--- src/core/pfsps_params.svh ---
// Purpose: named offsets, field positions and reset values for the
//          pin function select and power state block
// Assumes: 32-bit Avalon-MM data bus, byte addresses
// Notes:   included by its bare name, definitions only
`ifndef PFSPS_PARAMS_SVH
`define PFSPS_PARAMS_SVH

// pin count and bus address width
`define PFSPS_PINS       32
`define PFSPS_AW         8

// register byte offsets
`define PFSPS_OFS_SEL    8'h00
`define PFSPS_OFS_PDEN   8'h04
`define PFSPS_OFS_CTL    8'h08
`define PFSPS_OFS_STAT   8'h0C
`define PFSPS_OFS_RTC    8'h10
`define PFSPS_OFS_MOUT   8'h14
`define PFSPS_OFS_MOE    8'h18
`define PFSPS_OFS_MIN    8'h1C

// reset values of select and power-down enable
`define PFSPS_SEL_RST    32'hF003_0FFC
`define PFSPS_PDEN_RST   32'hFAF0_0000

// select bit positions checked after reset
`define PFSPS_SEL_SIBCLK 12
`define PFSPS_SEL_IR_HI  17
`define PFSPS_SEL_IR_LO  16
`define PFSPS_SEL_CRD_HI 11
`define PFSPS_SEL_CRD_LO 2

// control and status field positions
`define PFSPS_CTL_SLEEP  0
`define PFSPS_ST_VCCON   3
`define PFSPS_ST_PWRDN   4
`define PFSPS_ST_SUPPLY  5
`define PFSPS_ST_FIRST   6

`endif

--- src/core/pfsps_pkg.sv ---
// Purpose: types shared by the pin function select block
// Assumes: pfsps_params.svh supplies widths
// Notes:   one-hot power state codes
`include "pfsps_params.svh"

package pfsps_pkg;

  // power phases of the device, one-hot
  typedef enum logic [2:0] {
    PFSPS_POR   = 3'h1,
    PFSPS_RUN   = 3'h2,
    PFSPS_SLEEP = 3'h4
  } pfsps_state_t;

  // complete state of the top module
  typedef struct packed {
    pfsps_state_t             state;    // power phase
    logic                     first;    // first running state reached
    logic                     vccon;    // main power enable
    logic [`PFSPS_PINS-1:0]   sel;      // function select
    logic [`PFSPS_PINS-1:0]   pden;     // per-pin power-down enable
    logic [`PFSPS_PINS-1:0]   mout;     // multi-function output value
    logic [`PFSPS_PINS-1:0]   moe;      // multi-function output enable
    logic [`PFSPS_PINS-1:0]   pout;     // registered pin output
    logic [`PFSPS_PINS-1:0]   poe;      // registered pin enable
    logic [`PFSPS_PINS-1:0]   std_in;   // input to standard function
    logic [`PFSPS_PINS-1:0]   mio_in;   // input to multi-function line
    logic [`PFSPS_PINS-1:0]   pin_s1;   // pin synchroniser stage 1
    logic [`PFSPS_PINS-1:0]   pin_s2;   // pin synchroniser stage 2
    logic                     btn_s1;   // on-button stage 1
    logic                     btn_s2;   // on-button stage 2
    logic                     vcc_s1;   // main supply stage 1
    logic                     vcc_s2;   // main supply stage 2
    logic                     pon_s1;   // power-on reset stage 1
    logic                     pon_s2;   // power-on reset stage 2
    logic                     wake_s1;  // wake event stage 1
    logic                     wake_s2;  // wake event stage 2
    logic [31:0]              rtc;      // free-running real-time count
    logic                     waitreq;  // bus waitrequest
    logic [31:0]              rdata;    // bus read data
  } pfsps_regs_t;

endpackage

--- src/core/pfsps_pin_cell.sv ---
// Purpose: one pin's output mux and power-down forcing
// Assumes: all inputs on the same clock, purely combinational
// Notes:   forced pins drive low with the driver released
`timescale 1ns/1ps

module pfsps_pin_cell (
  input  wire logic sel,       // 1 picks the multi-function line
  input  wire logic force_pd,  // pin held in power-down level
  input  wire logic std_out,   // standard function output
  input  wire logic std_oe,    // standard function enable
  input  wire logic mio_out,   // multi-function output
  input  wire logic mio_oe,    // multi-function enable
  output logic      pin_out,   // value toward the pad
  output logic      pin_oe     // driver enable toward the pad
);

  // mux then forcing; forcing wins so a sleeping pad never drives
  always_comb begin
    if (force_pd) begin
      pin_out = 1'b0;
      pin_oe  = 1'b0;
    end else if (sel) begin
      pin_out = mio_out;
      pin_oe  = mio_oe;
    end else begin
      pin_out = std_out;
      pin_oe  = std_oe;
    end
  end

endmodule

--- src/core/pfsps_top.sv ---
// Purpose: pin function select and power state sequencing
// Assumes: ref_clk 40 MHz, reset synchronous active high
// Notes:   registers on Avalon-MM slave with waitrequest
//
// Behaviour
// RULE_01: select bit one picks multi-function line
// RULE_02: serial master clock pin defaults standard
// RULE_03: infrared pins default to multi-function
// RULE_04: card interface pins default multi-function
// RULE_05: power-on reset drives pins defined level
// RULE_06: on-button moves reset state to running
// RULE_07: software pin settings survive sleep wake
// RULE_08: clock and wake logic alive asleep
// RULE_09: pin forced down when its condition holds
// RULE_10: powerdown unless main power and supply
// RULE_11: per-pin enable gates global powerdown
// RULE_12: select bits writable, reset, kept asleep
//
// The placing of the registers and the Avalon-MM interface to the registers are this design's own decisions.
`timescale 1ns/1ps

`include "pfsps_params.svh"

module pfsps_top
  import pfsps_pkg::*;
(
  input  wire logic                    ref_clk,
  input  wire logic                    reset,
  input  wire logic [`PFSPS_AW-1:0]    avs_address,
  input  wire logic                    avs_read,
  input  wire logic                    avs_write,
  input  wire logic [31:0]             avs_writedata,
  input  wire logic [3:0]              avs_byteenable,
  output logic      [31:0]             avs_readdata,
  output logic                         avs_waitrequest,
  input  wire logic [`PFSPS_PINS-1:0]  std_out,
  input  wire logic [`PFSPS_PINS-1:0]  std_oe,
  output logic      [`PFSPS_PINS-1:0]  std_in,
  output logic      [`PFSPS_PINS-1:0]  multi_function_io_line,
  input  wire logic [`PFSPS_PINS-1:0]  pin_in,
  output logic      [`PFSPS_PINS-1:0]  pin_out,
  output logic      [`PFSPS_PINS-1:0]  pin_oe,
  input  wire logic                    power_on_reset_n,
  input  wire logic                    on_button_in,
  input  wire logic                    main_supply_present,
  input  wire logic                    wake_event_in,
  output logic                         main_power_enable,
  output logic      [2:0]              power_state
);

  // reset image of the whole state
  // RULE_02 RULE_03 RULE_04: select defaults here
  localparam pfsps_regs_t RST = '{
    state: PFSPS_POR, first: 1'b0, vccon: 1'b0,
    sel: `PFSPS_SEL_RST, pden: `PFSPS_PDEN_RST,
    mout: '0, moe: '0, pout: '0, poe: '0, std_in: '0, mio_in: '0,
    pin_s1: '0, pin_s2: '0, btn_s1: 1'b0, btn_s2: 1'b0,
    vcc_s1: 1'b0, vcc_s2: 1'b0, pon_s1: 1'b1, pon_s2: 1'b1,
    wake_s1: 1'b0, wake_s2: 1'b0, rtc: '0,
    waitreq: 1'b1, rdata: '0};

  pfsps_regs_t            st;            // registered state
  pfsps_regs_t            next_st;       // next state
  logic                   global_pd;     // global power-down condition
  logic [`PFSPS_PINS-1:0] force_vec;     // per-pin forcing
  logic [`PFSPS_PINS-1:0] cell_out;      // mux result per pin
  logic [`PFSPS_PINS-1:0] cell_oe;       // mux enable per pin
  logic [31:0]            status_word;   // status register image
  logic                   bus_wr;        // write takes effect now
  logic                   sw_ok;         // software may reprogram

  // byte-lane merge of a write into a register
  function automatic logic [31:0] merge(input logic [31:0] old,
                                        input logic [31:0] wd,
                                        input logic [3:0]  be);
    logic [31:0] r;
    r = old;
    for (int b = 0; b < 4; b++) begin
      if (be[b]) begin
        r[b*8 +: 8] = wd[b*8 +: 8];
      end
    end
    return r;
  endfunction

  // RULE_10: powerdown from power enable and supply
  assign global_pd = ~(st.vccon & st.vcc_s2);

  // RULE_09: forcing decided per pin
  // RULE_11: per-pin enable gates powerdown
  // RULE_05: reset phase forces every pin
  assign force_vec = ({`PFSPS_PINS{global_pd}} & st.pden) |
                     {`PFSPS_PINS{st.state == PFSPS_POR}};

  // software only runs with main power up
  assign sw_ok  = (st.state == PFSPS_RUN);
  assign bus_wr = avs_write & ~st.waitreq;

  assign status_word = {25'h000_0000, st.first, st.vcc_s2, global_pd,
                        st.vccon, st.state};

  // per-pin output mux cells
  for (genvar i = 0; i < `PFSPS_PINS; i++) begin : g_pin
    // RULE_01: select between two sources
    pfsps_pin_cell u_cell (
      .sel      (st.sel[i]),
      .force_pd (force_vec[i]),
      .std_out  (std_out[i]),
      .std_oe   (std_oe[i]),
      .mio_out  (st.mout[i]),
      .mio_oe   (st.moe[i]),
      .pin_out  (cell_out[i]),
      .pin_oe   (cell_oe[i])
    );
  end

  // next-state logic for sync, phases, pins and bus
  always_comb begin
    next_st = st;
    // two-stage synchronisers for pins and outside levels
    next_st.pin_s1  = pin_in;
    next_st.pin_s2  = st.pin_s1;
    next_st.btn_s1  = on_button_in;
    next_st.btn_s2  = st.btn_s1;
    next_st.vcc_s1  = main_supply_present;
    next_st.vcc_s2  = st.vcc_s1;
    next_st.pon_s1  = power_on_reset_n;
    next_st.pon_s2  = st.pon_s1;
    next_st.wake_s1 = wake_event_in;
    next_st.wake_s2 = st.wake_s1;
    // RULE_08: count runs in every phase
    next_st.rtc = st.rtc + 32'h0000_0001;
    // RULE_01: inputs routed by select bit
    next_st.std_in = st.pin_s2 & ~st.sel;
    next_st.mio_in = st.pin_s2 & st.sel;
    next_st.pout   = cell_out;
    next_st.poe    = cell_oe;
    // bus handshake, one wait cycle per access
    next_st.waitreq = ~((avs_read | avs_write) & st.waitreq);
    if (avs_read & st.waitreq) begin
      unique case (avs_address)
        `PFSPS_OFS_SEL:  next_st.rdata = st.sel;
        `PFSPS_OFS_PDEN: next_st.rdata = st.pden;
        `PFSPS_OFS_STAT: next_st.rdata = status_word;
        `PFSPS_OFS_RTC:  next_st.rdata = st.rtc;
        `PFSPS_OFS_MOUT: next_st.rdata = st.mout;
        `PFSPS_OFS_MOE:  next_st.rdata = st.moe;
        `PFSPS_OFS_MIN:  next_st.rdata = st.mio_in;
        // control reads zero, unmapped reads zero
        default:         next_st.rdata = 32'h0000_0000;
      endcase
    end
    // RULE_07: reprogramming only while running
    // RULE_12: select bits are writable storage
    if (bus_wr & sw_ok) begin
      unique case (avs_address)
        `PFSPS_OFS_SEL:  next_st.sel  = merge(st.sel, avs_writedata,
                                              avs_byteenable);
        `PFSPS_OFS_PDEN: next_st.pden = merge(st.pden, avs_writedata,
                                              avs_byteenable);
        `PFSPS_OFS_MOUT: next_st.mout = merge(st.mout, avs_writedata,
                                              avs_byteenable);
        `PFSPS_OFS_MOE:  next_st.moe  = merge(st.moe, avs_writedata,
                                              avs_byteenable);
        // unmapped and read-only writes are dropped
        default: ;
      endcase
    end
    // power phase sequencing
    unique case (st.state)
      // RULE_06: on-button leaves reset phase
      PFSPS_POR: begin
        if (st.btn_s2) begin
          next_st.state = PFSPS_RUN;
          next_st.first = 1'b1;
        end
      end
      // sleep only on software request
      PFSPS_RUN: begin
        if (bus_wr & (avs_address == `PFSPS_OFS_CTL) & avs_byteenable[0]
            & avs_writedata[`PFSPS_CTL_SLEEP]) begin
          next_st.state = PFSPS_SLEEP;
        end
      end
      // RULE_08: wake logic alive in sleep
      PFSPS_SLEEP: begin
        if (st.btn_s2 | st.wake_s2) begin
          next_st.state = PFSPS_RUN;
        end
      end
    endcase
    // RULE_05: reset pin restores power-on image
    if (!st.pon_s2) begin
      next_st.state = PFSPS_POR;
      next_st.first = 1'b0;
      next_st.sel   = `PFSPS_SEL_RST;
      next_st.pden  = `PFSPS_PDEN_RST;
      next_st.mout  = '0;
      next_st.moe   = '0;
    end
    next_st.vccon = (next_st.state == PFSPS_RUN);
  end

  // single state register, constant on reset
  always_ff @(posedge ref_clk) begin
    if (reset) begin
      st <= RST;
    end else begin
      st <= next_st;
    end
  end

  // outputs straight from flops
  assign avs_readdata           = st.rdata;
  assign avs_waitrequest        = st.waitreq;
  assign std_in                 = st.std_in;
  assign multi_function_io_line = st.mio_in;
  assign pin_out                = st.pout;
  assign pin_oe                 = st.poe;
  assign main_power_enable      = st.vccon;
  assign power_state            = st.state;

  // reference mux for output checking
  logic [`PFSPS_PINS-1:0] mux_ref;   // expected unforced output
  assign mux_ref = (st.sel & st.mout) | (~st.sel & std_out);
endmodule

--- config.mk ---
export PLATFORM = sky130hd
export DESIGN_NAME = pfsps_top
export DESIGN_NICKNAME = d
export VERILOG_FILES = /design/src/core/pfsps_pkg.sv /design/src/core/pfsps_pin_cell.sv /design/src/core/pfsps_top.sv
export VERILOG_INCLUDE_DIRS = /design/src /design/src/core
export SDC_FILE = /design/constraint.sdc
export NUM_CORES = 1
export LEC_CHECK = 0
export BUFFER_PORTS_ARGS = -buffer_cell sky130_fd_sc_hd__buf_4
export CORE_ASPECT_RATIO = 1.25
export CORE_MARGIN = 4
export CORE_UTILIZATION = 45
export CTS_CLUSTER_DIAMETER = 150
export DETAILED_ROUTE_END_ITERATION = 8
export GPL_TIMING_DRIVEN = 0
export PLACE_DENSITY = 0.67
export SLEW_MARGIN = 20
export SYNTH_ARGS = -nofsm -noshare
export SYNTH_HDL_FRONTEND = slang
export SYNTH_SLANG_ARGS = --single-unit
--- constraint.sdc ---
create_clock -name ref_clk -period 2.86 [get_ports ref_clk]
set_input_delay 0.143 -clock ref_clk [delete_from_list [all_inputs] [get_ports ref_clk]]
set_output_delay 0.143 -clock ref_clk [all_outputs]
set_load 0.05 [all_outputs]
; After elaboration in Yosys (flattened, before gate mapping)
; Cells that the tools add are included.
[totals]
memories = 0
elab_cells = 251
regBits = 398
mem_bits_ro = 0
mem_bits_rw = 0
in_bits = 148
latch_bits = 0
out_inout_bits = 165
[op_classes]
mux = 71
n_eq_ne = 11
order_cmp = 0
bitwise = 19
n_addsub = 1
mul = 0
shifts = 0
n_div = 0
reduce_logical = 51
[ops]
columns = operator, count
row1 = case mux 32 bit (7 select lines), 1
row2 = bitwise AND 32 bit, 3
row3 = OR reduction 2 bit, 33
row4 = two-way mux 1 bit, 65
row5 = AND reduction 3 bit, 16
row6 = "adder 32 x 1 -> 32 bit, second input constant", 1
row7 = "equality test 8 x 5 -> 1 bit, second input constant", 4
row8 = NOT 32 bit, 1
row9 = bitwise OR 32 bit, 1
row10 = "equality test 8 x 4 -> 1 bit, second input constant", 2
row11 = case mux 3 bit (3 select lines), 1
row12 = bitwise AND 1 bit, 8
row13 = "equality test 8 x 3 -> 1 bit, second input constant", 1
row14 = zero test 8 bit, 1
row15 = two-way mux 4 bit, 2
row16 = "equality test 3 x 2 -> 1 bit, second input constant", 2
row17 = two-way mux 3 bit, 2
row18 = NOT 1 bit, 4
row19 = "equality test 3 x 1 -> 1 bit, second input constant", 1
row20 = "equality test 3 bit, second input constant", 1
row21 = bitwise OR 1 bit, 2
row22 = AND reduction 2 bit, 1

; Logic depth before layout (Yosys ltp)
; Gate-level depths: netlist (run 1).
[logic_depth]
depth_word = 9
mapped_depth = 8
depth_no_buf = 6

; Hierarchy
; Synthesis (run 1) repeated with hierarchy kept, for this count alone.
[hier_totals]
hier_cells = 1794
area_unflattened_um2 = 16756.1
[modules_own_cells]
columns = mod, area_per_inst_um2, instances, cells_per_inst, seq_area_each_um2
row1 = pfsps_top, 15875.2, 1, 1666, 7967.6
row2 = pfsps_pin_cell, 27.5, 32, 4, 0.0

; Least setup slack after synthesis (run 1)
; Ideal clock, no wire load.
[synth_timing]
path_kind = flip-flop to flip-flop
startpoint = register st (netlist bit avs_waitrequest)
endpoint = register st (netlist bit avs_readdata[25])
setup_ns = 0.086
arrival_time_ns = 1.817
path_slack_ns = 0.958
required_ns = 2.774
path_buffers = 2
period_less_slack_ns = 1.902
stages_incl_launch_ff = 8
path_cell_list = dfxtp_1 -> nand2_1 -> a21oi_1 -> and3_1 -> clkbuf_1 -> buf_2 -> a21oi_1 -> a211oi_1
[synth_between]
elab_chain_len = 1
[synth_lines]
columns = item, line
row1 = "start, declared", pfsps_top.sv:62  ; pfsps_regs_t st;
row2 = "start signal, assigned", pfsps_top.sv:209  ; st <= next_st;
row3 = bitwise AND 1 bit, pfsps_top.sv:140  ; if (avs_read & st.waitreq) begin
; No other way between the ends.
; A chain may end at the register's enable or synchronous reset.

; Worst setup path after layout (run 1)
[layout_timing]
startpoint = register st[67] in the netlist's numbering
endpoint = register st[351] in the netlist's numbering
[layout_between]
elab_chain_len = 2
[layout_lines]
columns = item
row1 = NOT 1 bit (no line)
row2 = OR reduction 2 bit (no line)
; No other way between the ends.

==> results of run 1 <==
flip-flops by register name, summed over array words and instances (netlist names):
register / cells
st: 197
next_st: 36
avs_readdata: 32
multi_function_io_line: 32
pin_oe: 32
pin_out: 32
std_in: 32
power_state: 3
avs_waitrequest: 1
main_power_enable: 1
final cells by class:
cell class | count | area [µm²] | share of cell area, %
multi-input combinational | 1112 | 6790 | 30.7
clock inverter | 14 | 206 | 0.933
timing repair buffer | 443 | 3660 | 16.5
buffer | 280 | 1690 | 7.65
tap | 480 | 601 | 2.71
antenna | 3 | 7.51 | 0.0339
clock buffer | 58 | 1190 | 5.39
sequential | 398 | 7970 | 36.0
inverter | 5 | 18.8 | 0.0848
path summary, 6_finish.rpt:
check | from | to | slack, ns | depth (start not counted)
max | st[67] | st[351] | 0.31 | 4
min | std_out[23] | pin_out[23] | 0.05 | 3
max reg2reg | st[67] | st[351] | 0.31 | 4
min reg2reg | next_st[67] | st[67] | 0.42 | 1
power by group through the flow:
stage / clock network, mW / logic (mW) / registers, mW
after floorplan: 0 / 0.372 / 5.76
after global placement: 0 / 0.800 / 5.77
after detailed placement: 0 / 0.805 / 5.77
after CTS: 5.64 / 0.958 / 5.65
after global routing: 5.86 / 1.02 / 5.66
final: 5.60 / 0.979 / 5.65
stage by stage:
step	instances	power (mW)	util, %	worst slack (ns)
2_1_floorplan	1795	6.14	-	0.958
3_3_place_gp	2585	6.57	53.6	0.0741
3_5_place_dp	2585	6.58	53.6	0.0618
4_1_cts	2790	12.2	61.1	0.404
5_1_grt	2793	12.5	61.1	0.250
6_report	2793	12.2	61.1	0.306
metal layers:
| metal | GRT usage, % | vias to the layer above | wire, µm |
|---|---|---|---|
| met1 | 39.3 | 7317 | 24800 |
| li1 | - | 7076 | - |
| met5 | 0 | - | 20 |
| met4 | 17.1 | 2 | 4160 |
| met2 | 53.8 | 862 | 31800 |
| met3 | 6.50 | 206 | 6000 |
cells by family after synthesis:
kind of cell / count (synthesis) / synth area share (%)
simple gates: 574 / 17.6
flops: 398 / 48.4
compound gates: 388 / 14.2
buf+inv: 285 / 10.4
mux: 129 / 8.23
xor+xnor: 20 / 1.06
fa+ha+maj: 1 / 0.0760
cells in the final DEF (no fill, tap or decap), types with 11 or more instances in the layout:
cell type | netlist | layout
dlygate4sd3_1 | 0 | 133
nor3b_1 | 35 | 35
nor2b_1 | 80 | 80
nor2_1 | 68 | 68
nand3_1 | 76 | 76
nor2_2 | 11 | 11
and3_1 | 41 | 41
o21ai_0 | 111 | 111
nand2_1 | 210 | 210
buf_4 | 165 | 475
xor2_1 | 13 | 13
buf_1 | 11 | 11
a22oi_1 | 19 | 19
dfxtp_1 | 398 | 398
a211oi_1 | 72 | 72
buf_2 | 18 | 18
clkbuf_1 | 86 | 95
a21oi_1 | 133 | 133
mux2i_1 | 114 | 114
clkbuf_16 | 0 | 43
worst max-delay path, delay by kind of cell, from the launching register on:
family,cells,cell delay (ns)
AND/OR/NAND/NOR,2,0.33
buffers and inverters,2,1.60
flip-flops,1,0.44
==> flow_summary.json, run 1 <==
{
  "avgSynthCellArea_um2": 9.17,
  "grt_max_degree": 15,
  "gp_congestion": 0.977,
  "hold_class": "primary input to register",
  "fin_hold_ws_ns": 0.0531,
  "fin_crit_ns": 2.55,
  "cts_resized": 0,
  "viasPerCell": 5.54,
  "drc": 0,
  "cts_tree": "yes",
  "track_usage_pct": 32.4,
  "synth_top_area_cell": "dfxtp_1",
  "routed_wl_mm": 66.7,
  "worstSetupStartpointType": "register",
  "path_max_fanout": 10,
  "crit_path_end_kind": "register",
  "start_util_pct": 45.5,
  "tns_ns": 0,
  "fillCellCount": 3087,
  "ys_seq_area_share_pct": 48.4,
  "path_clk_slew_ns": 0.06,
  "port_buffers": 310,
  "ant_nets": 0,
  "p_sw_mw": 2.84,
  "power.density_nw_per_um2": 552,
  "clock_path_buffers": 3,
  "drv_cap": 0,
  "post_cts_buffers": 0,
  "ys_types": 61,
  "dieWidth_um": 179,
  "relSlewSlack_pct": 15.5,
  "hold_buffers": 133,
  "slew_violations": 0,
  "setup_violations": 0,
  "synth_most_common_cell": "dfxtp_1",
  "final_nets": 2430,
  "power_frac_comb_pct": 8.0,
  "die_h_um": 222,
  "cts_buffers": 41,
  "io_pins": 313,
  "path_class": "register to register",
  "synthFlopType": "dfxtp_1",
  "async_reset_ff_share_pct": 0,
  "fin_crit_sh_pct": 89.3,
  "core_area_um2": 36200,
  "rows": 78,
  "p_leak_nw": 9.04,
  "crit_chain": "nor2b_1 -> clkbuf_1 -> clkbuf_1 -> nand3_1",
  "design_area_um2": 22100,
  "dpl_cell_area_um2": 19400,
  "pwr-share-seq_pct": 46.2,
  "num_vias": 15500,
  "max_freq_mhz": 392,
  "syn-num-nets": 1944,
  "cp.required_ns": 3.23,
  "tightest_slew_ns": 1.26,
  "htree_levels": 2,
  "drive_gt1_share_pct": 25.6,
  "insertion_delay_ns": 0.55,
  "cts_sinks": 398,
  "synth_area_um2": 16500,
  "crit_slowest_cell": "clkbuf_1",
  "synth-edff-count": 0,
  "rsz0062_at_grt": "no",
  "hpwlAfterDp_mm": 48.1,
  "grt_pass1_wl_mm": 96.6,
  "clock_power_share_pct": 45.8,
  "die_area_um2": 39700,
  "syn_to_final_growth_pct": 34.4,
  "swShare_pct": 23.2,
  "max_stage_delay_ns": 0.90,
  "cp.arrival_ns": 2.93,
  "cts-root-buf": "clkbuf_16",
  "drt-pass1-iter-count": 6,
  "synthTopCellsByCount": "dfxtp_1, nand2_1, buf_4",
  "syn_inst": 1795,
  "outcome": "completed",
  "power.internal_mw": 9.39,
  "grt_overflow": 0,
  "grt_pass1_vias": 15400,
  "synth_area_leaders": "dfxtp_1, buf_4, mux2i_1, nand2_1, a21oi_1",
  "antenna_found_initial": 4,
  "yosys_warnings": 0,
  "wl_per_cell_um": 23.9,
  "finalHoldViolations": 0,
  "yosysTopAreaCellShare_pct": 48.4,
  "finalClockSkew_ns": 0.0170,
  "ir_worst_vdd_uv": 478,
  "ys_seq_elements": 398,
  "cpMostUsedCell": "clkbuf_1",
  "drt-initial-drc-count": 1406
}
Power figures use the tool's default switching activity.
==> run 2: changes to the inputs <==
- RECOVER_POWER: unset -> 100
==> flow_summary.json, run 2 (synthesized netlist as in run 1, its figures left out) <==
{
  "final_nets": 2430,
  "path_class": "primary input to register",
  "cp.required_ns": 3.32,
  "drt-initial-drc-count": 1437,
  "grt_pass1_wl_mm": 96.6,
  "crit_slowest_cell": "nor3_1",
  "cts-root-buf": "clkbuf_16",
  "design_area_um2": 21500,
  "routed.top_layer": "met5",
  "post_cts_buffers": 0,
  "wl_met3_mm": 6.19,
  "met1_length_mm": 24.8,
  "crit_path_end_kind": "register",
  "hold_class": "primary input to register",
  "cpMostUsedCell": "clkbuf_1",
  "antenna_found_initial": 4,
  "cts_tree": "yes",
  "cts_buffers": 41,
  "grt_pass1_vias": 15400,
  "fin_crit_ns": 2.73,
  "ant_nets": 0,
  "num_vias": 15600,
  "drc": 0,
  "fin_hold_ws_ns": 0.0542,
  "cts_sinks": 398,
  "drive_gt1_share_pct": 17.8,
  "htree_levels": 2,
  "io_pins": 313,
  "setup_violations": 0,
  "insertion_delay_ns": 0.55,
  "relSlewSlack_pct": 17.4,
  "wl_per_cell_um": 23.9,
  "ir_worst_vdd_uv": 476,
  "hold_buffers": 133,
  "worstSetupStartpointType": "primary input",
  "final_common_cell": "dfxtp_1",
  "die_area_um2": 39700,
  "clock_path_buffers": 3,
  "grt_overflow": 0,
  "syn_to_final_growth_pct": 30.4,
  "start_util_pct": 45.5,
  "wl_met2_mm": 31.9,
  "slew_violations": 0,
  "finalHoldViolations": 0,
  "routed_wl_mm": 66.9,
  "drv_cap": 0,
  "dieWidth_um": 179,
  "finalClockSkew_ns": 0.0164,
  "crit_chain": "clkbuf_1 -> nor3_1 -> and3_1 -> clkbuf_1 -> clkbuf_1 -> o221ai_1 -> a21oi_1",
  "power.density_nw_per_um2": 569,
  "cp.arrival_ns": 3.19,
  "dpl_cell_area_um2": 19400,
  "hpwlAfterDp_mm": 48.1,
  "path_max_fanout": 10,
  "path_clk_slew_ns": 0.06,
  "largest_reg_flops": 197,
  "most-common-layout-cells": "dfxtp_1, buf_4, clkbuf_1",
  "tightest_slew_ns": 1.23,
  "cts_resized": 0,
  "max_stage_delay_ns": 1.00,
  "viasPerCell": 5.58,
  "grt_max_degree": 15,
  "p_leak_nw": 8.32,
  "track_usage_pct": 32.4,
  "port_buffers": 310,
  "rows": 78,
  "core_area_um2": 36200,
  "die_h_um": 222,
  "tns_ns": 0,
  "gp_congestion": 0.977,
  "outcome": "completed",
  "top_register": "st",
  "drt-pass1-iter-count": 6,
  "fin_crit_sh_pct": 95.5,
  "max_freq_mhz": 366,
  "rsz0062_at_grt": "no"
}
-- run 2: cell count changes in the layout (fill, tap and decap cells not counted), moves of 3 or more --
cell	previous run	this run
buf_1	11	7
buf_2	18	15
buf_4	475	308
clkbuf_1	95	269
nor2_1	68	77
nor2_2	11	2
-- run 2: cell type report --
class | instances | area [µm²]
clock buffers | 58 | 1190
clock inverters | 14 | 206
multi-input cells | 1112 | 6770
flip-flops and latches | 398 | 7970
fillers | 3335 | 14700
well taps | 480 | 601
plain buffers | 280 | 1690
diodes | 4 | 10.0
repair buffers | 443 | 3030
inverters | 5 | 18.8
-- run 2: worst paths after layout --
| kind | from | to | slack, ns | cells past startpoint |
|---|---|---|---|---|
| hold / removal | std_out[23] | pin_out[23] | 0.05 | 3 |
| hold reg to reg | next_st[67] | st[67] | 0.42 | 1 |
| setup / recovery | avs_address[5] | avs_readdata[11] | 0.13 | 7 |
| setup reg to reg | avs_waitrequest | avs_readdata[11] | 0.15 | 7 |
-- run 2: per-stage QoR --
stage	total power, mW	utilization (%)	std cells	setup WS [ns]
2_1_floorplan	6.14	-	1795	0.958
3_3_place_gp	6.57	53.6	2585	0.0741
3_5_place_dp	6.58	53.6	2585	0.0618
4_1_cts	12.2	61.1	2790	0.404
5_1_grt	12.5	59.3	2793	0.144
6_report	12.2	59.3	2794	0.129
-- run 2: metal layers --
layer,up-vias,global-route usage [%]
met5,-,0
met2,883,53.8
met3,205,6.50
met4,2,17.1
li1,7080,-
met1,7433,39.3
-- run 2: report_power, final --
group          leakage [nW]  switching [mW]  total, mW  internal, mW
sequential             3.23          0.0353       5.65          5.62
clock                 0.679            2.25       5.60          3.36
combinational          4.41           0.563      0.957         0.393
-- run 2: worst max-delay path: cells and delay by family --
kind	cells	cell delay, ns
AND/OR/NAND/NOR	2	1.29
buffers and inverters	3	1.25
AO/OA/AOI/OAI	2	0.48
==> run 3: changes to the inputs <==
- CELL_PAD_IN_SITES_DETAIL_PLACEMENT: unset -> 0
- CELL_PAD_IN_SITES_GLOBAL_PLACEMENT: unset -> 1
- CTS_CLUSTER_DIAMETER: 150 -> 50
- PLACE_DENSITY: 0.67 -> 0.85
==> flow_summary.json, run 3 (synthesized netlist as in run 1, its figures left out) <==
{
  "antenna_found_initial": 3,
  "rrSetupSlack_ns": 0.21,
  "cts_tree": "yes",
  "die_area_um2": 39700,
  "drive_gt1_share_pct": 17.9,
  "r2r_cells": 7,
  "top_register": "st",
  "cts_resized": 0,
  "crit_chain": "clkbuf_1 -> nor4_1 -> nand2_1 -> nor2_1 -> mux2i_1 -> nand2_1",
  "viasPerCell": 5.60,
  "die_h_um": 222,
  "drv_cap": 0,
  "num_vias": 15600,
  "drt-initial-drc-count": 1571,
  "start_util_pct": 45.5,
  "fin_crit_sh_pct": 94.4,
  "syn_to_final_growth_pct": 30.4,
  "outcome": "completed",
  "hp-start": "std_out[4]",
  "crit_slowest_cell": "nor4_1",
  "cp.arrival_ns": 3.09,
  "cts-root-buf": "clkbuf_16",
  "htree_levels": 2,
  "fin_crit_ns": 2.70,
  "gp_congestion": 0.988,
  "final_nets": 2430,
  "grt_pass1_wl_mm": 98.2,
  "rsz0062_at_grt": "no",
  "io_pins": 313,
  "design_area_um2": 21500,
  "clock_path_buffers": 3,
  "cts_sinks": 398,
  "finalHoldViolations": 0,
  "routed_wl_mm": 68.5,
  "ant_nets": 0,
  "largest_reg_flops": 197,
  "grt_max_degree": 15,
  "power.density_nw_per_um2": 569,
  "final_common_cell": "dfxtp_1",
  "relSlewSlack_pct": 6.03,
  "grt_overflow": 0,
  "grt_pass1_vias": 15400,
  "cp_top_family": "simple AND/OR/NAND/NOR gates",
  "pre_cts_slack_ns": 0.0139,
  "drt-pass1-iter-count": 6,
  "cp.required_ns": 3.25,
  "timing.rr.end": "avs_readdata[23]",
  "ir_worst_vdd_uv": 383,
  "tightest_slew_ns": 1.40,
  "setup_violations": 0,
  "track_usage_pct": 33.2,
  "insertion_delay_ns": 0.56,
  "worstSetupStartpointType": "primary input",
  "slew_violations": 0,
  "port_buffers": 310,
  "cpMostUsedCell": "nand2_1",
  "hpwlAfterDp_mm": 48.3,
  "crit_buf_inv": 1,
  "p_leak_nw": 8.31,
  "rr_startpoint": "avs_waitrequest",
  "hold_class": "primary input to register",
  "hold_path_end": "pin_out[4]",
  "most-common-layout-cells": "dfxtp_1, buf_4, clkbuf_1",
  "max_freq_mhz": 370,
  "fillCellCount": 3410,
  "setup_slack_ns": 0.160,
  "path_clk_slew_ns": 0.06,
  "path_class": "primary input to register",
  "crit_path_end_kind": "register",
  "drc": 0,
  "finalClockSkew_ns": 0.0111,
  "dpl_cell_area_um2": 19400,
  "rows": 78,
  "core_area_um2": 36200,
  "cts_buffers": 43,
  "max_stage_delay_ns": 1.17,
  "wl_per_cell_um": 24.5,
  "path_max_fanout": 8,
  "dieWidth_um": 179,
  "hold_depth": 3
}
## run 3: cell types whose count changed in the layout (fill, tap and decap cells not counted), moves of 2 or more
cell           delta
clkinv_2          -2
bufinv_16         -3
dlygate4sd3_1     -2
clkinv_8          +2
clkinv_4          +2
clkbuf_16         +2
## run 3: power by group
| part | leakage [nW] | switching [mW] | internal [mW] |
|---|---|---|---|
| combinational | 4.40 | 0.572 | 0.392 |
| clock | 0.683 | 2.35 | 3.26 |
| sequential | 3.23 | 0.0342 | 5.62 |
| total | 8.31 | 2.96 | 9.27 |
## run 3: worst max-delay path by stage
| stage | start | end | slack [ns] | cells after the start |
|---|---|---|---|---|
| 3_5_place_dp | avs_address[0] | st[307] | 0.01 | 6 |
| 4_1_cts | st[67] | st[360] | 0.37 | 4 |
| 2_1_floorplan | avs_waitrequest | avs_readdata[25] | 0.96 | 7 |
| 5_1_grt | avs_waitrequest | avs_readdata[15] | 0.11 | 7 |
| 6_report | avs_address[5] | st[378] | 0.16 | 6 |
| 3_3_place_gp | avs_address[5] | st[391] | -0.1 | 6 |
## run 3: metrics by stage
step	util, %	total power [mW]	std cells	hold WS [ns]	TNS, ns
6_report	59.3	12.2	2793	0.0263	0
3_3_place_gp	53.6	6.58	2585	0.334	-0.913
5_1_grt	59.3	12.5	2793	0.0642	0
2_1_floorplan	-	6.14	1795	0.240	0
3_5_place_dp	53.6	6.59	2585	0.337	0
4_1_cts	61.1	12.3	2790	0.00889	0
## run 3: what timing repair did
item | in CTS | in global routing
hold buffers | 131 | 0
endpoints found under the hold margin | 228 | 0
setup buffers | 0 | 0
## run 3: area by class of cell
class / instances / area, µm² / share of cell area (%)
flip-flops and latches: 398 / 7970 / 37.1
multi-input cells: 1112 / 6770 / 31.5
repair buffers: 441 / 3010 / 14.0
plain buffers: 280 / 1690 / 7.86
clock buffers: 61 / 1260 / 5.85
well taps: 480 / 601 / 2.80
clock inverters: 13 / 156 / 0.728
inverters: 5 / 18.8 / 0.0874
diodes: 3 / 7.51 / 0.0350
## run 3: tightest hold or removal path, cell delays in order
cell and delay (ns):
buf_4 0.12, mux2i_1 0.18, a211oi_1 0.08
## run 3: layer usage
metal | vias up | GRT usage, % | part of all wire, %
li1 | 7084 | - | -
met1 | 7455 | 40.9 | 38
met2 | 870 | 55.6 | 48
met3 | 222 | 6.52 | 8.5
met4 | 0 | 15.7 | 5.4
met5 | - | 0 | 0
